`src/dtc_pkg.sv`:
```
package dtc_pkg;
  // register map
  localparam logic [7:0] ADDR_INTERVAL = 8'h00;
  localparam logic [7:0] ADDR_CONTROL = 8'h04;
  localparam logic [7:0] ADDR_STAT_REMOTE = 8'h08;
  localparam logic [7:0] ADDR_STAT_LOCAL = 8'h0C;
  // interval register fields
  localparam int CODE_W = 3;
  localparam int REMOTE_CODE_LSB = 0;
  localparam int LOCAL_CODE_LSB = 3;
  localparam int INTERVAL_W = 6;
  localparam logic [5:0] INTERVAL_RESET = 6'h00;
  // control register fields
  localparam int CTRL_REMOTE_EN_BIT = 0;
  localparam int CTRL_LOCAL_EN_BIT = 1;
  localparam int CTRL_LOCK_BIT = 7;
  localparam logic [1:0] ENABLE_RESET = 2'h0;
  localparam logic LOCK_RESET = 1'b0;
  // status register fields
  localparam int CNT_W = 12;
  localparam int STAT_DEC_BIT = 12;
  localparam int STAT_INC_BIT = 13;
  localparam logic [11:0] CNT_RESET = 12'h000;
  // shortest decrease interval in monitoring cycles
  localparam logic [11:0] BASE_DEC_CYCLES = 12'h008;
  // monitoring cycle timing
  localparam longint MON_PERIOD_NS = 125000000;
  localparam longint CLK_PERIOD_NS = 40;
  localparam longint MON_CYCLES = MON_PERIOD_NS / CLK_PERIOD_NS;
  localparam int TICK_W = 22;
  localparam logic [21:0] TICK_RESET = 22'h000000;
endpackage : dtc_pkg

```
`src/dtc_interval.sv`:
```
// Function
// - remote one interval code is a read/write field at bits two to zero.
// - decrease interval 8 shl code monitoring cycles; increase interval twice that.
// - one monitoring cycle lasts one eighth of a second.
// - local interval code is a read/write field at bits five to three.
// - local loop waits its own coded interval, same table as remote.
// - once lock is one, register writes are ignored.
// - intervals act only when the channel's dynamic enable is one.
//
// Register access over APB and the register offsets are this design's own decisions.
`timescale 1ns/1ns
module dtc_interval #(
  parameter int unsigned TICK_CYCLES = int'(dtc_pkg::MON_CYCLES)
) (
  input wire logic mclk,
  input wire logic rst_b,
  input wire logic [7:0] paddr,
  input wire logic psel,
  input wire logic penable,
  input wire logic pwrite,
  input wire logic [31:0] pwdata,
  output logic [31:0] prdata,
  output logic pready,
  output logic pslverr,
  input wire logic remoteAdjusted,
  input wire logic localAdjusted,
  output logic [2:0] remoteOneIntervalCode,
  output logic [2:0] localIntervalCode,
  output logic remoteDecreaseAllow,
  output logic remoteIncreaseAllow,
  output logic localDecreaseAllow,
  output logic localIncreaseAllow
);

  function automatic logic [11:0] decInterval(input logic [2:0] code);
    return dtc_pkg::BASE_DEC_CYCLES << code;
  endfunction : decInterval

  function automatic logic [11:0] incInterval(input logic [2:0] code);
    return decInterval(code) << 1;
  endfunction : incInterval

  logic [5:0] intervalReg;
  logic [5:0] next_intervalReg;
  logic [1:0] enable;
  logic [1:0] next_enable;
  logic lock;
  logic next_lock;
  logic [31:0] next_prdata;
  logic [21:0] tickCnt;
  logic [21:0] next_tickCnt;
  logic tick;
  logic access;
  logic mapped;
  logic regWrite;
  logic [1:0][2:0] code;
  // unpacked so that each channel's always_ff owns its own elements
  logic [11:0] cnt [2];
  logic decAllow [2];
  logic incAllow [2];
  logic [1:0] adjusted;

  assign access = psel && penable;
  assign mapped = (paddr == dtc_pkg::ADDR_INTERVAL) ||
                  (paddr == dtc_pkg::ADDR_CONTROL) ||
                  (paddr == dtc_pkg::ADDR_STAT_REMOTE) ||
                  (paddr == dtc_pkg::ADDR_STAT_LOCAL);
  // zero wait states: read data is captured during the setup cycle
  assign pready = 1'b1;
  assign pslverr = access && !mapped;
  assign regWrite = access && pwrite && !lock;

  always_comb begin
    next_intervalReg = intervalReg;
    next_enable = enable;
    next_lock = lock;
    next_prdata = prdata;
    if (regWrite && paddr == dtc_pkg::ADDR_INTERVAL) begin
      // bits above five are outside both channels' code fields and are dropped
      next_intervalReg = pwdata[5:0];
    end
    if (regWrite && paddr == dtc_pkg::ADDR_CONTROL) begin
      next_enable[0] = pwdata[dtc_pkg::CTRL_REMOTE_EN_BIT];
      next_enable[1] = pwdata[dtc_pkg::CTRL_LOCAL_EN_BIT];
      next_lock = pwdata[dtc_pkg::CTRL_LOCK_BIT];
    end
    if (psel && !penable && !pwrite) begin
      next_prdata = 32'h00000000;
      case (paddr)
        dtc_pkg::ADDR_INTERVAL: begin
          next_prdata[5:0] = intervalReg;
        end
        dtc_pkg::ADDR_CONTROL: begin
          next_prdata[dtc_pkg::CTRL_REMOTE_EN_BIT] = enable[0];
          next_prdata[dtc_pkg::CTRL_LOCAL_EN_BIT] = enable[1];
          next_prdata[dtc_pkg::CTRL_LOCK_BIT] = lock;
        end
        dtc_pkg::ADDR_STAT_REMOTE: begin
          next_prdata[11:0] = cnt[0];
          next_prdata[dtc_pkg::STAT_DEC_BIT] = decAllow[0];
          next_prdata[dtc_pkg::STAT_INC_BIT] = incAllow[0];
        end
        dtc_pkg::ADDR_STAT_LOCAL: begin
          next_prdata[11:0] = cnt[1];
          next_prdata[dtc_pkg::STAT_DEC_BIT] = decAllow[1];
          next_prdata[dtc_pkg::STAT_INC_BIT] = incAllow[1];
        end
        default: begin
          next_prdata = 32'h00000000;
        end
      endcase
    end
  end

  always_ff @(posedge mclk) begin
    if (!rst_b) begin
      intervalReg <= dtc_pkg::INTERVAL_RESET;
      enable <= dtc_pkg::ENABLE_RESET;
      lock <= dtc_pkg::LOCK_RESET;
      prdata <= 32'h00000000;
    end else begin
      intervalReg <= next_intervalReg;
      enable <= next_enable;
      lock <= next_lock;
      prdata <= next_prdata;
    end
  end

  // monitoring cycle timebase
  assign tick = (tickCnt == 22'(TICK_CYCLES - 1));

  always_comb begin
    next_tickCnt = tick ? dtc_pkg::TICK_RESET : tickCnt + 22'h000001;
  end

  always_ff @(posedge mclk) begin
    if (!rst_b) begin
      tickCnt <= dtc_pkg::TICK_RESET;
    end else begin
      tickCnt <= next_tickCnt;
    end
  end

  assign code[0] = intervalReg[dtc_pkg::REMOTE_CODE_LSB +: dtc_pkg::CODE_W];
  assign code[1] = intervalReg[dtc_pkg::LOCAL_CODE_LSB +: dtc_pkg::CODE_W];
  assign adjusted = {localAdjusted, remoteAdjusted};

  for (genvar c = 0; c < 2; c++) begin : gChan
    logic [11:0] next_cnt;
    logic next_dec;
    logic next_inc;
    logic [2:0] nextCode;

    always_comb begin
      nextCode = (c == 0) ?
        next_intervalReg[dtc_pkg::REMOTE_CODE_LSB +: dtc_pkg::CODE_W] :
        next_intervalReg[dtc_pkg::LOCAL_CODE_LSB +: dtc_pkg::CODE_W];
      next_cnt = cnt[c];
      if (!enable[c]) begin
        next_cnt = dtc_pkg::CNT_RESET;
      end else if (adjusted[c]) begin
        next_cnt = dtc_pkg::CNT_RESET;
      end else if (tick && cnt[c] < incInterval(code[c])) begin
        // saturating at the increase interval keeps the count in 12 bits
        next_cnt = cnt[c] + 12'h001;
      end
      next_dec = next_enable[c] && enable[c] &&
                 next_cnt >= decInterval(nextCode);
      next_inc = next_enable[c] && enable[c] &&
                 next_cnt >= incInterval(nextCode);
    end

    always_ff @(posedge mclk) begin
      if (!rst_b) begin
        cnt[c] <= dtc_pkg::CNT_RESET;
        decAllow[c] <= 1'b0;
        incAllow[c] <= 1'b0;
      end else begin
        cnt[c] <= next_cnt;
        decAllow[c] <= next_dec;
        incAllow[c] <= next_inc;
      end
    end
  end

  assign remoteOneIntervalCode = code[0];
  assign localIntervalCode = code[1];
  assign remoteDecreaseAllow = decAllow[0];
  assign remoteIncreaseAllow = incAllow[0];
  assign localDecreaseAllow = decAllow[1];
  assign localIncreaseAllow = incAllow[1];
endmodule : dtc_interval

```
`config.mk`:
```
export PLATFORM = sky130hd
export DESIGN_NAME = dtc_interval
export DESIGN_NICKNAME = d
export VERILOG_FILES = /design/src/dtc_pkg.sv /design/src/dtc_interval.sv
export SDC_FILE = /design/constraint.sdc
export NUM_CORES = 1
export LEC_CHECK = 0
export BUFFER_PORTS_ARGS = -buffer_cell sky130_fd_sc_hd__buf_2
export CORE_MARGIN = 2
export CORE_UTILIZATION = 60
export DETAILED_ROUTE_END_ITERATION = 7
export PLACE_DENSITY = 0.83
export SYNTH_ARGS = -nofsm -noshare
export SYNTH_HDL_FRONTEND = slang
export SYNTH_SLANG_ARGS = --single-unit
```
`constraint.sdc`:
```
create_clock -name mclk -period 6.9 [get_ports mclk]
set_clock_uncertainty 0.2 [all_clocks]
set_input_delay 1.38 -clock mclk [delete_from_list [all_inputs] [get_ports mclk]]
set_output_delay 1.38 -clock mclk [all_outputs]
set_load 0.05 [all_outputs]
```
==> results of run 1 <==
power by group through the flow:
stage	Sequential (mW)	Clock, mW	Combinational [mW]
3_5_place_dp	0.434	0	0.0519
4_1_cts	0.424	0.366	0.0520
2_1_floorplan	0.433	0	0.0489
5_1_grt	0.424	0.387	0.0558
3_3_place_gp	0.433	0	0.0511
6_report	0.424	0.360	0.0526
cells in the mapped netlist (3+ instances only):
master     n  area [sq um]
and2_1     6          37.5
nand2_1   67           251
a41o_1     4          40.0
xnor2_1   14           123
inv_1      9          33.8
mux2_2    12           135
nand2b_1  35           219
a22oi_1   14           105
or2_2      7          43.8
nor4_1     4          25.0
or3_1      8          50.1
and4_1     8          70.1
a21oi_1   18          90.1
ha_1      51           638
nor3_1    10          50.1
xor2_1     6          52.6
a31oi_1    4          25.0
o211ai_1   6          45.0
mux2i_1   42           420
buf_4     19           143
buf_2      3          15.0
nor2_1    52           195
or4_1      3          22.5
dfxtp_1   73          1460
nor2b_1   23           144
o21ai_0   22           110
a211oi_1   5          37.5
and3_1     6          37.5
nand3_1   18          90.1
clkbuf_1  25          93.8
nand3b_1   4          30.0
nand4_1   10          62.6
o21a_1     7          52.6
through the flow:
| step | setup slack (ns) | power [mW] |
|---|---|---|
| CTS | 2.32 | 0.841 |
| floorplan | 2.54 | 0.482 |
| global route | 2.05 | 0.867 |
| global placement | 1.99 | 0.484 |
| finish | 2.31 | 0.836 |
| detailed placement | 1.96 | 0.485 |
path summary, 6_finish.rpt:
kind	end	slack (ns)	cells after the start
worst min register to register	tickCnt[0]$_SDFF_PP0_	0.25	1
worst max register to register	decAllow[0]$_DFF_P_	2.47	14
worst min-delay path	tickCnt[0]$_SDFF_PP0_	0.25	1
worst max-delay path	incAllow[1]$_DFF_P_	2.31	12
worst max-delay path: stages:
cell     delay (ns)
buf_2          0.20
or3b_2         0.52
nor4_4         0.55
buf_4          0.31
mux2i_1        0.33
nand2_1        0.14
ha_1           0.29
o21a_1         0.18
o21ai_0        0.17
a21oi_1        0.09
o31a_1         0.30
o21a_1         0.17
routing by layer:
layer  wire [um]  GRT usage, %  share of wire (%)  up-vias
li1            -             -                  -     2262
met1        5240          32.1                 44     2161
met2        6060          44.6                 51      108
met3         531          4.58                4.4       10
met4         121          4.81                1.0        0
met5           0             0                  0        -
registers in the layout, indices dropped and copies added (netlist names):
name / flops
lock: 1
enable: 2
prdata: 14
incAllow: 2
cnt: 24
code: 6
decAllow: 2
tickCnt: 22
cell families after synthesis:
family	synth area share, %
compound gates	12.4
simple gates	27.7
other cells	0.142
flops	27.6
buf+inv	5.39
mux	11.4
xor+xnor	3.31
fa+ha+maj	12.1
layout make-up:
class	instances	area, sq um
multi-input cells	514	3610
fillers	723	2940
flip-flops and latches	73	1460
repair buffers	48	245
clock buffers	11	151
well taps	108	135
clock inverters	5	61.3
inverters	9	33.8
==> results.ini, run 1 <==
[sta]
finalHoldWorstSlack_ns=0.247
rsz0062_at_grt=no
worstMarginPinSlew_ns=1.13
slew_headroom_pct=24.4
hold_violations=0
setup_violations=0
fmax_mhz=218
tns_ns=0
min_period_ns=4.59
drv_slew=0
post-route-period-util_pct=66.6

[power]
p_seq_share_pct=50.6
clkPwrFrac_pct=43.1
p_sw_mw=0.213
pwr-share-comb_pct=6.3
p_sw_share_pct=25.4
cellInternalPower_mw=0.624
peakVddDrop_v=0.000108
p_leak_nw=2.25
p_per_area_nw_per_um2=147

[worst_setup_path]
worstPathArrival_ns=4.63
crit_required_ns=6.94
worstPathMaxFanout=14
crit_path_start_kind=input port
crit_start=paddr[3]
endpoint_kind=flip-flop
reg2reg_from=code[0]$_SDFF_PN0_
critPathKind=in -> reg

[clock_tree]
cts_tree=yes
ctsResizeCount=0
cts-buffers-inserted=9
cts_setup_buffers=0
clock_path_buffers=2
clk_pin_slew_worst_paths_ns=0.08
worstSkewPairLatency_ns=0.36
clock_sinks=73
h-tree-depth=3
cts_root_buffer=clkbuf_8
hold_buffers=0

[hold_path]
hp-start=tickCnt[0]$_SDFF_PP0_
hold_class=reg -> reg

[run_status]
status=completed

[drt]
wire_per_inst_um=15.6
viasPerCell=5.91
firstDrtPassIters=5
drt_wl_total_mm=12.0
dr_total_vias=4541
drtIter0Drc=241
drc=0
drtAntennaViolNets=0

[floorplanning]
ios=91
die_x_um=97.9
dieArea_sq_um=9580
core_region_area_sq_um=8640
rows=34
dieHeight_um=97.9
start_util_pct=61.2

[grt]
grt_pass1_wl_mm=19.8
grt_max_degree=31
track_usage_pct=25.1
overflow=0
antenna_found_initial=0
grt_pass1_vias=4192

[yosys]
synth-seq-cells=73
ys_seq_area_share_pct=27.6
netlist_instances=626
synth_cell_types=54
synthFlopType=dfxtp_1
synth_area_sq_um=5290
synth_edf_count=0
yosysWarnings=0
async_reset_ff_share_pct=0
synth_area_per_cell_sq_um=8.45

[placed_design]
dpl_cell_area_sq_um=5480
dp_cells=752
hpwl_mm=9.29
port_buffers=46
gp_congestion=0.859

[cells_and_area]
layout.cells.non_filler=768
drive_gt1_share_pct=14.5
finalInstanceArea_sq_um=5690
fin_nets=753
area_growth_pct=7.66
fin_util_pct=65.9
final_cell_mix=dfxtp_1, nand2_1, nor2_1
diodes=0
layout_commonest_cell=dfxtp_1

[job]
max_cap_viol_count=0

Note: power is estimated with default switching activity, not from simulation.
==> run 2, diff against run 1 <==
CORE_UTILIZATION = 52   (was 60)
PLACE_DENSITY = 0.76   (was 0.83)
clock period = 3.7 ns   (was 6.9 ns; I/O delays follow)
==> results.ini, run 2 (synthesis results as in run 1) <==
[run_status]
status=complete, but fails checks
violations=setup timing

[floorplanning]
ios=91
dieHeight_um=105
rows=36
die_x_um=105
start_util_pct=53.9
dieArea_sq_um=11000
core_region_area_sq_um=9820

[grt]
antenna_found_initial=0
track_usage_pct=25.3
overflow=0
grt_max_degree=30
grt_pass1_vias=4773
grt_pass1_wl_mm=22.4

[worst_setup_path]
crit_required_ns=3.76
critPathKind=reg -> reg
endpoint_kind=flip-flop
worstPathArrival_ns=3.85
worstPathMaxFanout=5
crit_path_start_kind=flip-flop

[sta]
worst_slack_ns=-0.0930
slew_headroom_pct=44.4
hold_violations=0
min_period_ns=3.79
rsz0062_at_grt=yes
post-route-period-util_pct=103
setup_violations=2
drv_slew=0
fmax_mhz=264
worstMarginPinSlew_ns=0.834

[cells_and_area]
fin_util_pct=66.7
final_cell_mix=nand2_1, dfxtp_1, buf_4
area_growth_pct=23.8
largest_reg_flops=24
largest_registers=cnt: 24 flops, tickCnt: 22 flops, prdata: 14 flops
drive_gt1_share_pct=29.0
diodes=0
largest-register=cnt
fin_nets=813

[placed_design]
gp_congestion=0.857
port_buffers=46
hpwl_mm=10.3

[power]
peakVddDrop_v=0.000185
p_leak_nw=2.66
p_total_mw=1.61
p_per_area_nw_per_um2=246

[drt]
drtAntennaViolNets=0
drc=0
drt_wl_total_mm=14.1
dr_total_vias=4863
drtIter0Drc=224
wire_per_inst_um=16.6
firstDrtPassIters=5
viasPerCell=5.70

[clock_tree]
clk_pin_slew_worst_paths_ns=0.09
clock_sinks=73
cts_root_buffer=clkbuf_8
clock_path_buffers=2
cts-buffers-inserted=9
cts_tree=yes
h-tree-depth=3
worstSkewPairLatency_ns=0.36

[hold_path]
hold_class=reg -> reg

[job]
max_cap_viol_count=0

run 2: layer usage:
metal / GRT usage (%) / part of all wire (%)
met1: 31.9 / 44
met3: 4.05 / 4.7
met5: 0 / 0
met4: 10.3 / 3.1
met2: 42.8 / 48
run 2: final timing paths:
kind | from | cells after the start | slack (ns) | endpoint
max | code[5]$_SDFF_PN0_ | 15 | -0.09 | incAllow[1]$_DFF_P_
min | tickCnt[0]$_SDFF_PP0_ | 1 | 0.25 | tickCnt[0]$_SDFF_PP0_
max reg2reg | code[5]$_SDFF_PN0_ | 15 | -0.09 | incAllow[1]$_DFF_P_
min reg2reg | tickCnt[0]$_SDFF_PP0_ | 1 | 0.25 | tickCnt[0]$_SDFF_PP0_
run 2: repair_timing:
action,CTS,global route
hold buffers,0,0
buffers inserted,8,5
gates resized for setup,15,36
pin swaps,18,12
setup endpoints to repair,2,4
run 2: worst max-delay path, cell delays in order, from the launching register on:
cell and delay, ns:
dfxtp_4 0.36, buf_4 0.14, buf_4 0.13, nand3b_1 0.20, ha_2 0.21, a211oi_2 0.21, a211oi_2 0.12, buf_4 0.16
or4_4 0.52, or3_4 0.36, a21oi_4 0.15, ha_1 0.27, a21oi_1 0.16, nor2b_1 0.07, o31a_1 0.28, o21a_1 0.16
run 2: stage by stage:
| step | cells | area [sq um] | hold slack (ns) | setup WS [ns] | setup TNS, ns |
|---|---|---|---|---|---|
| final | 853 | 6550 | 0.246 | -0.0930 | -0.174 |
| after detailed placement | 825 | 5970 | 0.241 | -0.142 | -0.252 |
| after global routing | 853 | 6550 | 0.285 | -0.226 | -0.525 |
| after global placement | 825 | 5970 | 0.222 | -0.0379 | -0.0402 |
| after CTS | 848 | 6330 | 0.252 | -0.0719 | -0.132 |
| after floorplan | 643 | 5500 | 0.213 | -0.0571 | -0.112 |
run 2: layout make-up:
type | instances | area [sq um]
flip-flops and latches | 73 | 1480
inverters | 9 | 33.8
fillers | 798 | 3270
repair buffers | 108 | 696
clock inverters | 4 | 56.3
multi-input cells | 514 | 3940
well taps | 133 | 166
clock buffers | 12 | 176
run 2: power by group:
group          internal (mW)  switching, mW
sequential             0.784        0.00233
clock                  0.394          0.329
combinational         0.0251         0.0770
